==> src/include/rtcrs_defines.svh <==
// Register indices, field positions, reset values and timing counts.
`ifndef RTCRS_DEFINES_SVH
`define RTCRS_DEFINES_SVH

// Register indices; the byte address on the bus is four times the index.
`define RTCRS_TIMER0_CONTROL_IDX 8'h80
`define RTCRS_TIMER0_LOW_IDX 8'h81
`define RTCRS_TIMER0_HIGH_IDX 8'h82
`define RTCRS_TIMER1_CONTROL_IDX 8'h83
`define RTCRS_TIMER1_LOW_IDX 8'h84
`define RTCRS_TIMER1_HIGH_IDX 8'h85
`define RTCRS_TIMER2_CONTROL_IDX 8'h86
`define RTCRS_TIMER2_LOW_IDX 8'h87
`define RTCRS_TIMER2_HIGH_IDX 8'h88
`define RTCRS_TIMER3_CONTROL_IDX 8'h89
`define RTCRS_TIMER3_LOW_IDX 8'h8A
`define RTCRS_TIMER3_HIGH_IDX 8'h8B
`define RTCRS_TIMER4_CONTROL_IDX 8'h8C
`define RTCRS_TIMER4_LOW_IDX 8'h8D
`define RTCRS_TIMER4_HIGH_IDX 8'h8E
`define RTCRS_TIMER5_CONTROL_IDX 8'h8F
`define RTCRS_TIMER5_LOW_IDX 8'h90
`define RTCRS_TIMER5_HIGH_IDX 8'h91
`define RTCRS_SOURCE_SELECT_IDX 8'h92

// Timer control field positions.
`define RTCRS_CTL_FLAG_BIT 7
`define RTCRS_CTL_IRQ_EN_BIT 6
`define RTCRS_CTL_REPEAT_BIT 4
`define RTCRS_CTL_DIV_LSB 2
`define RTCRS_CTL_RESTART_BIT 1
`define RTCRS_CTL_ENABLE_BIT 0

// Reset values.
`define RTCRS_RESET_BYTE 8'h00
`define RTCRS_RESET_WORD 16'h0000

// End-of-count value and pin event pipeline depth.
`define RTCRS_END_COUNT 16'h0001
`define RTCRS_PIN_DELAY 5

`endif

==> src/include/rtcrs_pkg.sv <==
// Types shared by the reload timer bank.
package rtcrs_pkg;

    typedef enum logic [1:0] {
        RTCRS_SRC_SYSCLK = 2'b00,
        RTCRS_SRC_RTC = 2'b01,
        RTCRS_SRC_PIN = 2'b10,
        RTCRS_SRC_PIN_ALT = 2'b11
    } rtcrs_src_type;

    typedef struct packed {
        logic [5:0][15:0] count;
        logic [5:0][15:0] reload;
        logic [5:0][7:0] held_high;
        logic [5:0] enable;
        logic [5:0] irq_en;
        logic [5:0] repeat_sel;
        logic [5:0] restart_en;
        logic [5:0] flag;
        logic [5:0][1:0] divider;
        logic [7:0] source_select;
        logic [7:0] prescale;
        logic [1:0][4:0] pin_pipe;
        logic rtc_prev;
        logic [7:0] snap_high;
        logic ready;
        logic err;
        logic [31:0] rdata;
    } rtcrs_state_type;

endpackage : rtcrs_pkg

==> src/rtcrs_timer_bank.sv <==
// Six reload down-counters with count readback, reload and source select.
//
// Summary of operation
// - Count reads never disturb the counter.
// - Low byte read latches high byte.
// - High register holds count bits 15 to 8.
// - Read gives count, write gives reload.
// - Reload value built from two bytes.
// - Continuous mode reloads at end of count.
// - Restart bit loads reload next clock edge.
// - Shared select register picks timers 0-3 source.
// - Pin event decrements on fifth edge.
// - Prescaler ignored for pin and clock sources.
// - Codes: 00 prescaler, 01 clock, 1x pin.
// - Timer 3 pin events from pin 1.
// - Timer 2 pin events from pin 0.
// - Timer 1 pin events from pin 1.
// - Timer 0 pin events from pin 0.
// - Prescaler divides by 4, 16, 64, 256.
// - End of count sets flag; single-pass stops.
// - Restart loads reload into counter.
`include "rtcrs_defines.svh"

module rtcrs_timer_bank (
    input wire logic pclk,
    input wire logic presetn,
    input wire logic psel,
    input wire logic penable,
    input wire logic pwrite,
    input wire logic [11:0] paddr,
    input wire logic [31:0] pwdata,
    input wire logic port_b_pin0,
    input wire logic port_b_pin1,
    input wire logic rtc_source,
    output logic pready,
    output logic [31:0] prdata,
    output logic pslverr
);
    import rtcrs_pkg::*;

    localparam logic [5:0][7:0] CONTROL_IDX = {
        `RTCRS_TIMER5_CONTROL_IDX, `RTCRS_TIMER4_CONTROL_IDX,
        `RTCRS_TIMER3_CONTROL_IDX, `RTCRS_TIMER2_CONTROL_IDX,
        `RTCRS_TIMER1_CONTROL_IDX, `RTCRS_TIMER0_CONTROL_IDX};
    localparam logic [5:0][7:0] LOW_IDX = {
        `RTCRS_TIMER5_LOW_IDX, `RTCRS_TIMER4_LOW_IDX,
        `RTCRS_TIMER3_LOW_IDX, `RTCRS_TIMER2_LOW_IDX,
        `RTCRS_TIMER1_LOW_IDX, `RTCRS_TIMER0_LOW_IDX};
    localparam logic [5:0][7:0] HIGH_IDX = {
        `RTCRS_TIMER5_HIGH_IDX, `RTCRS_TIMER4_HIGH_IDX,
        `RTCRS_TIMER3_HIGH_IDX, `RTCRS_TIMER2_HIGH_IDX,
        `RTCRS_TIMER1_HIGH_IDX, `RTCRS_TIMER0_HIGH_IDX};

    rtcrs_state_type state_reg;
    rtcrs_state_type state_next;

    logic [5:0] tick;
    logic [1:0] pin_tick;
    logic rtc_tick;
    logic setup_phase;
    logic done_phase;
    logic addr_ok;
    logic [7:0] reg_idx;

    // Selects the prescaler tap for a divider code.
    function automatic logic prescale_hit(
        input logic [1:0] div,
        input logic [7:0] pre
    );
        logic hit;
        hit = 1'b0;
        case (div)
            2'b00: hit = &pre[1:0];
            2'b01: hit = &pre[3:0];
            2'b10: hit = &pre[5:0];
            2'b11: hit = &pre[7:0];
            default: hit = 1'b0;
        endcase
        return hit;
    endfunction : prescale_hit

    // Packs a timer's control fields into its register byte.
    function automatic logic [7:0] control_byte(
        input rtcrs_state_type st,
        input int unsigned n
    );
        logic [7:0] b;
        b = `RTCRS_RESET_BYTE;
        b[`RTCRS_CTL_FLAG_BIT] = st.flag[n];
        b[`RTCRS_CTL_IRQ_EN_BIT] = st.irq_en[n];
        b[`RTCRS_CTL_REPEAT_BIT] = st.repeat_sel[n];
        b[`RTCRS_CTL_DIV_LSB+:2] = st.divider[n];
        b[`RTCRS_CTL_RESTART_BIT] = st.restart_en[n];
        b[`RTCRS_CTL_ENABLE_BIT] = st.enable[n];
        return b;
    endfunction : control_byte

    // A pin event is seen after four edges, so the counter moves on the
    // fifth edge after the pin rose.
    assign pin_tick[0] = state_reg.pin_pipe[0][3] &
        ~state_reg.pin_pipe[0][4];
    assign pin_tick[1] = state_reg.pin_pipe[1][3] &
        ~state_reg.pin_pipe[1][4];
    assign rtc_tick = rtc_source & ~state_reg.rtc_prev;

    genvar gi;
    generate
        for (gi = 0; gi < 6; gi++) begin : g_tick
            if (gi < 4) begin : g_select
                // Timers 0 and 2 watch pin 0, timers 1 and 3 pin 1.
                localparam int PIN = gi % 2;
                always_comb begin
                    case (rtcrs_src_type'(
                        state_reg.source_select[2*gi+:2]))
                        RTCRS_SRC_SYSCLK: tick[gi] = prescale_hit(
                            state_reg.divider[gi],
                            state_reg.prescale);
                        RTCRS_SRC_RTC: tick[gi] = rtc_tick;
                        RTCRS_SRC_PIN: tick[gi] =
                            pin_tick[PIN];
                        RTCRS_SRC_PIN_ALT: tick[gi] =
                            pin_tick[PIN];
                        default: tick[gi] = 1'b0;
                    endcase
                end
            end else begin : g_fixed
                always_comb begin
                    tick[gi] = prescale_hit(state_reg.divider[gi],
                        state_reg.prescale);
                end
            end
        end
    endgenerate

    assign setup_phase = psel & ~penable;
    assign done_phase = psel & penable & state_reg.ready;
    assign addr_ok = (paddr[1:0] == 2'b00) && (paddr[11:10] == 2'b00);
    assign reg_idx = paddr[9:2];

    always_comb begin
        logic [5:0] flag_set;
        logic [5:0] flag_clr;
        logic [7:0] cb;
        flag_set = 6'h00;
        flag_clr = 6'h00;
        cb = `RTCRS_RESET_BYTE;
        state_next = state_reg;
        state_next.prescale = state_reg.prescale + 8'h01;
        state_next.pin_pipe[0] = {state_reg.pin_pipe[0][3:0], port_b_pin0};
        state_next.pin_pipe[1] = {state_reg.pin_pipe[1][3:0], port_b_pin1};
        state_next.rtc_prev = rtc_source;

        // Counting runs independently of any bus access.
        for (int i = 0; i < 6; i++) begin
            if (state_reg.enable[i] && tick[i]) begin
                if (state_reg.count[i] == `RTCRS_END_COUNT) begin
                    flag_set[i] = 1'b1;
                    if (state_reg.repeat_sel[i]) begin
                        state_next.count[i] =
                            state_reg.reload[i];
                    end else begin
                        state_next.count[i] = `RTCRS_RESET_WORD;
                        state_next.enable[i] = 1'b0;
                    end
                end else begin
                    state_next.count[i] =
                        state_reg.count[i] - 16'h0001;
                end
            end
        end

        // Setup cycle: decode and capture the read answer.
        if (setup_phase) begin
            state_next.ready = 1'b1;
            state_next.err = 1'b1;
            state_next.rdata = 32'h0000_0000;
            if (addr_ok) begin
                for (int i = 0; i < 6; i++) begin
                    if (reg_idx == CONTROL_IDX[i]) begin
                        state_next.err = 1'b0;
                        if (!pwrite) begin
                            cb = control_byte(state_reg, i);
                            state_next.rdata = {24'h000000, cb};
                        end
                    end
                    if (reg_idx == LOW_IDX[i]) begin
                        state_next.err = 1'b0;
                        if (!pwrite) begin
                            state_next.rdata = {24'h000000,
                                state_reg.count[i][7:0]};
                            state_next.snap_high =
                                state_reg.count[i][15:8];
                        end
                    end
                    if (reg_idx == HIGH_IDX[i]) begin
                        state_next.err = 1'b0;
                        if (!pwrite) begin
                            state_next.rdata = {24'h000000,
                                state_reg.held_high[i]};
                        end
                    end
                end
                if (reg_idx == `RTCRS_SOURCE_SELECT_IDX) begin
                    state_next.err = 1'b0;
                    if (!pwrite) begin
                        state_next.rdata = {24'h000000,
                            state_reg.source_select};
                    end
                end
            end
        end

        // Access completion: writes and read side effects take effect.
        if (done_phase) begin
            state_next.ready = 1'b0;
            state_next.err = 1'b0;
            state_next.rdata = 32'h0000_0000;
            if (addr_ok && !state_reg.err) begin
                for (int i = 0; i < 6; i++) begin
                    if (reg_idx == CONTROL_IDX[i]) begin
                        if (pwrite) begin
                            state_next.enable[i] =
                                pwdata[`RTCRS_CTL_ENABLE_BIT];
                            state_next.irq_en[i] =
                                pwdata[`RTCRS_CTL_IRQ_EN_BIT];
                            state_next.repeat_sel[i] =
                                pwdata[`RTCRS_CTL_REPEAT_BIT];
                            state_next.divider[i] =
                                pwdata[`RTCRS_CTL_DIV_LSB+:2];
                            state_next.restart_en[i] =
                                pwdata[`RTCRS_CTL_RESTART_BIT];
                            if (pwdata[`RTCRS_CTL_RESTART_BIT]) begin
                                state_next.count[i] = state_reg.reload[i];
                            end
                        end else begin
                            // Only a flag that was actually returned is
                            // cleared, so an event after setup is kept.
                            flag_clr[i] =
                                state_reg.rdata[`RTCRS_CTL_FLAG_BIT];
                        end
                    end
                    if (reg_idx == LOW_IDX[i]) begin
                        if (pwrite) begin
                            state_next.reload[i][7:0] =
                                pwdata[7:0];
                        end else begin
                            state_next.held_high[i] =
                                state_reg.snap_high;
                        end
                    end
                    if (reg_idx == HIGH_IDX[i] && pwrite) begin
                        state_next.reload[i][15:8] =
                            pwdata[7:0];
                    end
                end
                if (reg_idx == `RTCRS_SOURCE_SELECT_IDX && pwrite) begin
                    state_next.source_select = pwdata[7:0];
                end
            end
        end

        // A set in the same cycle as a clear wins.
        state_next.flag = (state_reg.flag & ~flag_clr) | flag_set;
    end

    always_ff @(posedge pclk or negedge presetn) begin
        if (!presetn) begin
            state_reg <= '0;
        end else begin
            state_reg <= state_next;
        end
    end

    assign pready = state_reg.ready;
    assign prdata = state_reg.rdata;
    assign pslverr = state_reg.err;

endmodule : rtcrs_timer_bank

==> config.mk <==
export PLATFORM = sky130hd
export DESIGN_NAME = rtcrs_timer_bank
export DESIGN_NICKNAME = d
export VERILOG_FILES = /design/src/include/rtcrs_pkg.sv /design/src/rtcrs_timer_bank.sv
export VERILOG_INCLUDE_DIRS = /design/src /design/src/include
export SDC_FILE = /design/constraint.sdc
export NUM_CORES = 1
export LEC_CHECK = 0
export BUFFER_PORTS_ARGS = -buffer_cell sky130_fd_sc_hd__buf_2
export CELL_PAD_IN_SITES_DETAIL_PLACEMENT = 1
export CELL_PAD_IN_SITES_GLOBAL_PLACEMENT = 2
export CORE_ASPECT_RATIO = 0.5
export CORE_MARGIN = 3
export CORE_UTILIZATION = 40
export CTS_CLUSTER_SIZE = 16
export DETAILED_ROUTE_END_ITERATION = 12
export GPL_TIMING_DRIVEN = 1
export PLACE_DENSITY = 0.81
export SYNTH_ARGS = -nofsm -noshare
export SYNTH_HDL_FRONTEND = slang
export SYNTH_SLANG_ARGS = --single-unit
==> constraint.sdc <==
create_clock -name pclk -period 3.45 [get_ports pclk]
set_clock_uncertainty 0.15 [all_clocks]
set_input_delay 0.1725 -clock pclk [delete_from_list [all_inputs] [get_ports pclk]]
set_output_delay 0.1725 -clock pclk [all_outputs]
set_load 0.005 [all_outputs]
==> results of run 1 <==
## final cells by class
class	count	area [sq um]	share of cell area, %
multi-input cells	1378	9258	45.22
flip-flops and latches	327	8183	39.97
repair buffers	139	1031	5.036
clock buffers	45	963.4	4.706
well taps	588	735.7	3.594
clock inverters	11	162.7	0.7946
inverters	36	135.1	0.6601
diodes	1	2.502	0.01222
## through the flow
step | power (W) | instances
after floorplan | 0.004224 | 1871
after detailed placement | 0.004554 | 2460
after CTS | 0.008452 | 2524
final | 0.008419 | 2525
after global placement | 0.004555 | 2460
after global routing | 0.008683 | 2524
## timing repair
action                     CTS  global route
resized for setup            0             4
setup endpoints to repair    0             8
hold endpoints to repair    68             0
hold buffers                 8             0
## report_power, final
group | switching (W) | total, W | internal [W]
clock | 0.00165 | 0.00391 | 0.00226
sequential | 0.000132 | 0.00400 | 0.00387
combinational | 0.000365 | 0.000508 | 0.000143
## metal layers
| metal | part of all wire [%] | vias to the layer above | GRT usage, % |
|---|---|---|---|
| li1 | - | 6898 | - |
| met1 | 47 | 8251 | 44.72 |
| met2 | 41 | 643 | 43.32 |
| met3 | 9.0 | 118 | 7.181 |
| met4 | 2.4 | 2 | 7.184 |
| met5 | 0.019 | - | 0 |
## critical path: stages, from the launching register on
cell	delay, ns
dfrtp_1	0.42
ha_1	0.28
nand3_1	0.53
a2111oi_1	0.74
or3_1	0.29
buf_4	0.19
nand2_1	0.11
o311a_1	0.31
a211o_1	0.23
## Yosys cell counts, types with 9 or more instances
master / n / area share [%]
a211o_1: 9 / 0.44
a211oi_1: 10 / 0.41
a21oi_1: 57 / 1.6
a221oi_1: 11 / 0.53
a22oi_1: 21 / 0.87
a31oi_1: 14 / 0.48
a32oi_1: 12 / 0.58
and2_1: 9 / 0.31
and3_1: 12 / 0.41
buf_1: 10 / 0.21
buf_2: 25 / 0.69
buf_4: 34 / 1.4
clkbuf_1: 60 / 1.2
dfrtp_1: 327 / 45
ha_1: 13 / 0.90
inv_1: 34 / 0.70
mux2_2: 173 / 11
mux2i_1: 43 / 2.4
nand2_1: 195 / 4.0
nand2b_1: 22 / 0.76
nand3_1: 73 / 2.0
nand4_1: 18 / 0.62
nor2_1: 120 / 2.5
nor2_2: 14 / 0.48
nor3_1: 54 / 1.5
nor4_1: 40 / 1.4
o211ai_1: 22 / 0.91
o21ai_0: 89 / 2.5
o21ai_1: 54 / 1.5
o221ai_1: 9 / 0.44
o22ai_1: 18 / 0.62
o31ai_1: 13 / 0.54
or3_1: 21 / 0.73
or4_1: 14 / 0.58
xnor2_1: 22 / 1.1
xor2_1: 15 / 0.73
## final timing paths
path | from | end | slack, ns | depth (start not counted)
setup / recovery | state_reg[53] | state_reg[301] | 0.08 | 8
hold / removal | presetn | state_reg[289] | 0.07 | 2
setup reg to reg | state_reg[53] | state_reg[301] | 0.08 | 8
hold reg to reg | state_next[45] | state_next[46] | 0.19 | 0
max in group asynchronous | presetn | state_reg[249] | 2.01 | 3
min in group pclk | paddr[6] | prdata[0] | 0.08 | 4
## kinds of logic (layout without fill, tap and decap cells)
kind of cell,after synthesis,in the layout,share of synthesized area (%)
mux,227,227,14.00
xor+xnor,37,37,1.789
compound gates,415,415,14.98
flops,327,327,45.18
fa+ha+maj,13,13,0.8981
simple gates,662,662,18.78
buf+inv,166,231,4.359
other cells,1,25,0.02070
==> metrics.txt, run 1 <==
number of port buffers=37; Hold Path Class=in -> async; DR pass1 iterations=6; Leakage=9.089 nW; cts bufs inserted=34; Post-layout nets=1981; sequential cell area fraction in the yosys report=45.18%; Longest Clk Path Bufs=3; worst-margin pin slew=1.100 ns; Post-Place Setup Slack=0.1610 ns; first-pass GRT wire length=107100 microns; worst vdd ir=0.0002456 V; Area growth syn-to-layout=13.02%; clock sink count=327; Initial Utilization=41.05%; setup bufs post-CTS=0; Async S/R FF share, synth=100.0%; Post-DP Area=19240 sq um; I/O pins=86; PwrDens=411.2 nW/um^2; DP Wirelength=50810 microns; crit end category=flip-flop; RSZ-0062 raised after global routing=false; via density per instance=6.302; Hold Slack=0.07143 ns; flops & latches, synth=327; via count=15910; max cap viols=0; Top FF cell, synth=dfrtp_1; maximum clock rate=0.2966 GHz; # DRC=0; Mapped Area=18110 sq um; initial antenna violation count=5; Worst-path clk slew=0.06 ns; Die W=306.9 microns; Congestion Overflow GR=0; Worst EP required=3.72 ns; final worst slack=0.07862 ns; num rows=54; largest net degree at the start of global routing=112; worst skew pair latency=0.54 ns; Tot GR Track Use=29.87%; core outline area=44120 sq um; Pins Over Slew Limit=0; GPL Wtd Cong=1.030; TNS Setup=0 ns; final setup vio count=0; Worst Path Arrival=3.64 ns; # fillers=4934; Routed Antenna Nets=0; vias in the first global route=15790; Tcrit/Tclk final=97.72%; slew margin rel.=26.46%; max FFs per register=309; H-tree Lvls=2; ratio of cells with drive above 1 in the final layout=20.97%; startpoint types=flip-flop; Final min period=3.371 ns; DRT Wirelength=71800 microns; Final Util=46.40%; die area=48020 sq um; status=finished, final reports clean; Setup CP Type=reg -> reg; Synth Instances=1848; post-route cell area=20470 sq um; Hold Fails Final Rpt=0; Avg Inst Size Synth=9.801 sq um; number of flops mapped to enable cells by yosys=0; yosys warns=0; clock root buffer=clkbuf_16; per-cell routed wire length=28.44 microns; library cells used by synthesis=91; CTS tree=done; commonest non-fill, non-tap cell in the layout=dfrtp_1; DRT iter0 DRCs=1801; critical-path maximum fanout=9; commonest non-fill, non-tap cells in the layout=dfrtp_1, nand2_1, mux2_2; die height=156.5 microns
No activity file was read; power rests on OpenSTA's default activity.
==> run 2, diff against run 1 <==
--- a/config.mk
+++ b/config.mk
@@ -15,7 +15,7 @@
 export CTS_CLUSTER_SIZE = 16
 export DETAILED_ROUTE_END_ITERATION = 12
 export GPL_TIMING_DRIVEN = 1
-export PLACE_DENSITY = 0.81
+export PLACE_DENSITY_LB_ADDON = 0.1
 export SYNTH_ARGS = -nofsm -noshare
 export SYNTH_HDL_FRONTEND = slang
 export SYNTH_SLANG_ARGS = --single-unit
==> metrics.txt, run 2 (synthesis results as in run 1) <==
status=finished, final reports clean; Tot GR Track Use=30.32%; DRT iter0 DRCs=1513; DRT Wirelength=72420 microns; Routed Antenna Nets=0; Leakage=9.047 nW; Initial Utilization=41.05%; crit end category=flip-flop; die area=48020 sq um; Tcrit/Tclk final=89.78%; # DRC=0; worst-margin pin slew=0.9829 ns; multi-input logic area=9254 sq um; worst skew pair latency=0.54 ns; largest net degree at the start of global routing=78; reg-to-reg slack, setup=0.35 ns; via density per instance=6.239; I/O pins=86; core outline area=44120 sq um; clock root buffer=clkbuf_16; initial antenna violation count=4; Hold Fails Final Rpt=0; Pins Over Slew Limit=0; Worst EP required=3.71 ns; DP Wirelength=51910 microns; vias in the first global route=16130; Congestion Overflow GR=0; PwrDens=406.6 nW/um^2; die height=156.5 microns; Reg2Reg Depth=9; # fillers=4958; FF/Latch Area=8183 sq um; Die W=306.9 microns; slew margin rel.=34.47%; RSZ-0062 raised after global routing=false; setup bufs post-CTS=0; final cell count without fillers=2524; commonest non-fill, non-tap cells in the layout=dfrtp_1, nand2_1, mux2_2; commonest non-fill, non-tap cell in the layout=dfrtp_1; number of port buffers=37; Longest Clk Path Bufs=3; dpl cells=2458; DR pass1 iterations=5; GPL Wtd Cong=0.9306; first-pass GRT wire length=108600 microns; Final Util=46.25%; Final min period=3.097 ns; Post-layout nets=1979; Worst-path clk slew=0.06 ns; ratio of cells with drive above 1 in the final layout=20.76%; num rows=54; max FFs per register=309; critical-path maximum fanout=12; clock sink count=327; final setup vio count=0; CTS tree=done; Setup CP Type=reg -> reg; cts bufs inserted=34; Area growth syn-to-layout=12.67%; maximum clock rate=0.3229 GHz; per-cell routed wire length=28.69 microns; TNS Setup=0 ns; max cap viols=0; Worst Path Arrival=3.36 ns; startpoint types=flip-flop; worst vdd ir=0.0002935 V; H-tree Lvls=2; Hold Path Class=in -> async; via count=15750; antenna diode count=0
[run 2: final timing paths]
path	startpoint	end
worst max-delay path	state_reg[53]	state_reg[334]
worst min-delay path	presetn	state_reg[239]
worst max register to register	state_reg[53]	state_reg[334]
worst min register to register	state_next[51]	state_next[52]
max in group asynchronous	presetn	state_reg[205]
min in group pclk	paddr[10]	pslverr
[run 2: per-stage QoR]
stage	worst slack (ns)	cell area [sq um]	total power [W]	hold WS (ns)
2_1_floorplan	0.9820	18200	0.004224	-0.2731
3_3_place_gp	0.3165	19230	0.004595	0.07539
3_5_place_dp	0.2709	19230	0.004602	0.07947
4_1_cts	0.2508	20390	0.008355	0.04116
5_1_grt	0.01242	20410	0.008592	0.05905
6_report	0.3527	20410	0.008298	0.05485
[run 2: per-layer routing]
| metal | global-route usage, % | part of all wire [%] | up-vias |
|---|---|---|---|
| li1 | - | - | 6889 |
| met1 | 43.92 | 46 | 8225 |
| met2 | 45.60 | 43 | 532 |
| met3 | 8.088 | 8.9 | 101 |
| met4 | 6.431 | 2.0 | 0 |
| met5 | 0 | 0 | - |
[run 2: worst max-delay path: stages (launching register included)]
cell and delay, ns:
dfrtp_1 0.39, ha_1 0.35, buf_4 0.26, nand2_1 0.08, a2111oi_1 0.56, buf_4 0.21, nor2_1 0.19, o41ai_1 0.39
o21ai_1 0.10, mux2_2 0.29
[run 2: where the power goes]
group          leakage (nW)  total (W)  switching, W  internal, W
clock network         0.527    0.00374       0.00162      0.00212
logic                  4.21   0.000624      0.000463     0.000160
registers              4.31    0.00393     0.0000638      0.00387
total                  9.05    0.00830       0.00215      0.00615
[run 2: area by class of cell]
class	count	share of cell area, %
multi-input combinational	1378	45.35
sequential	327	40.10
clock buffer	51	4.991
timing repair buffer	137	4.979
tap	588	3.605
inverter	36	0.6622
clock inverter	7	0.3188
[run 2: what timing repair did]
action                                 4_1_cts  5_1_grt
endpoints found under the hold margin       78        0
setup endpoints to repair                    0       19
gates resized for setup                      0        3
hold buffers                                 8        0
==> run 3, diff against run 2 <==
--- a/config.mk
+++ b/config.mk
@@ -16,6 +16,7 @@
 export DETAILED_ROUTE_END_ITERATION = 12
 export GPL_TIMING_DRIVEN = 1
 export PLACE_DENSITY_LB_ADDON = 0.1
+export RECOVER_POWER = 25
 export SYNTH_ARGS = -nofsm -noshare
 export SYNTH_HDL_FRONTEND = slang
 export SYNTH_SLANG_ARGS = --single-unit
==> metrics.txt, run 3 (synthesis results as in run 1) <==
CTS tree=done; number of port buffers=37; startpoint types=flip-flop; slew margin rel.=-49.00%; core outline area=44120 sq um; Hold Slack=0.05840 ns; clock sink count=327; # DRC=0; worst-margin pin slew=2.235 ns; Worst-path clk slew=0.06 ns; crit end category=flip-flop; Tot GR Track Use=30.32%; Hold Path Class=in -> reg; Hold Fails Final Rpt=0; Longest Clk Path Bufs=3; worst skew pair latency=0.54 ns; Leakage=9.040 nW; Congestion Overflow GR=0; DP Wirelength=51910 microns; Worst EP required=3.72 ns; H-tree Lvls=2; DRT iter0 DRCs=1563; ratio of cells with drive above 1 in the final layout=20.71%; DRT Wirelength=72370 microns; critical-path maximum fanout=12; maximum clock rate=0.3183 GHz; multi-input logic area=9254 sq um; Setup CP Type=reg -> reg; cts bufs inserted=34; initial antenna violation count=4; status=finished, violations left; first-pass GRT wire length=108600 microns; Pins Over Slew Limit=75; via count=15820; # fillers=4961; Initial Utilization=41.05%; failing checks=capacitance limit, slew limit; PwrDens=406.9 nW/um^2; I/O pins=86; Area growth syn-to-layout=12.59%; FF/Latch Area=8183 sq um; max FFs per register=309; clock root buffer=clkbuf_16; largest net degree at the start of global routing=78; die height=156.5 microns; via density per instance=6.266; final setup vio count=0; TNS Setup=0 ns; commonest non-fill, non-tap cell in the layout=dfrtp_1; Post-layout nets=1979; vias in the first global route=16130; Worst Path Arrival=3.41 ns; num rows=54; DR pass1 iterations=6; per-cell routed wire length=28.67 microns; Die W=306.9 microns; worst vdd ir=0.0002948 V; antenna diode count=0; GPL Wtd Cong=0.9306; RSZ-0062 raised after global routing=false; die area=48020 sq um; Tcrit/Tclk final=91.07%; commonest non-fill, non-tap cells in the layout=dfrtp_1, nand2_1, mux2_2; Final min period=3.142 ns; max cap viols=1; Routed Antenna Nets=0
==> run 3: changes by cell type in the layout (fill, tap and decap cells not counted), sizes merged <==
cell,change
buf,-3
clkbuf,+3
==> run 3: repair_timing <==
| action | 4_1_cts | 5_1_grt |
|---|---|---|
| hold buffers | 8 | 0 |
| endpoints found under the setup margin | 0 | 19 |
| hold endpoints to repair | 78 | 0 |
| buffers inserted | 0 | 0 |
| gates resized for setup | 0 | 3 |
==> run 3: final timing paths <==
| path | startpoint | endpoint | slack [ns] | cells after the start |
|---|---|---|---|---|
| setup reg to reg | state_reg[53] | state_reg[334] | 0.31 | 9 |
| hold / removal | paddr[10] | pslverr | 0.06 | 5 |
| hold reg to reg | state_next[51] | state_next[52] | 0.20 | 0 |
| min in group asynchronous | presetn | state_reg[239] | 0.70 | 2 |
| max in group asynchronous | presetn | state_reg[291] | 0.86 | 3 |
| setup / recovery | state_reg[53] | state_reg[334] | 0.31 | 9 |
==> run 3: routing by layer <==
metal | GRT usage (%) | up-vias | wire length (microns)
li1 | - | 6888 | -
met5 | 0 | - | 0
met3 | 8.088 | 97 | 6312
met4 | 6.431 | 0 | 1351
met2 | 45.60 | 573 | 31130
met1 | 43.92 | 8257 | 33570
==> run 3: worst max-delay path: stages, from the launching register on <==
cell and delay (ns):
dfrtp_1 0.39, ha_1 0.35, buf_4 0.26, nand2_1 0.08, a2111oi_1 0.59, buf_4 0.22
nor2_1 0.19, o41ai_1 0.40, o21ai_1 0.11, mux2_2 0.29
==> run 3: stage by stage <==
| step | instances | util, % | area, sq um | setup WS [ns] | power [W] |
|---|---|---|---|---|---|
| 2_1_floorplan | 1871 | - | 18200 | 0.9820 | 0.004224 |
| 3_3_place_gp | 2458 | 43.59 | 19230 | 0.3165 | 0.004595 |
| 3_5_place_dp | 2458 | 43.59 | 19230 | 0.2709 | 0.004602 |
| 4_1_cts | 2524 | 46.22 | 20390 | 0.2508 | 0.008355 |
| 5_1_grt | 2524 | 46.22 | 20390 | 0.01242 | 0.008592 |
| 6_report | 2524 | 46.22 | 20390 | 0.3081 | 0.008299 |
==> run 3: layout make-up <==
class	count	area share (%)
flip-flops and latches	327	40.13
well taps	588	3.608
repair buffers	137	4.914
clock inverters	7	0.3190
multi-input cells	1378	45.38
inverters	36	0.6626
clock buffers	51	4.994
==> run 3: power breakdown <==
group	switching [W]	internal, W	total [W]
Sequential	0.0000638	0.00387	0.00393
Combinational	0.000464	0.000160	0.000623
Clock	0.00163	0.00212	0.00374
Total	0.00215	0.00615	0.00830
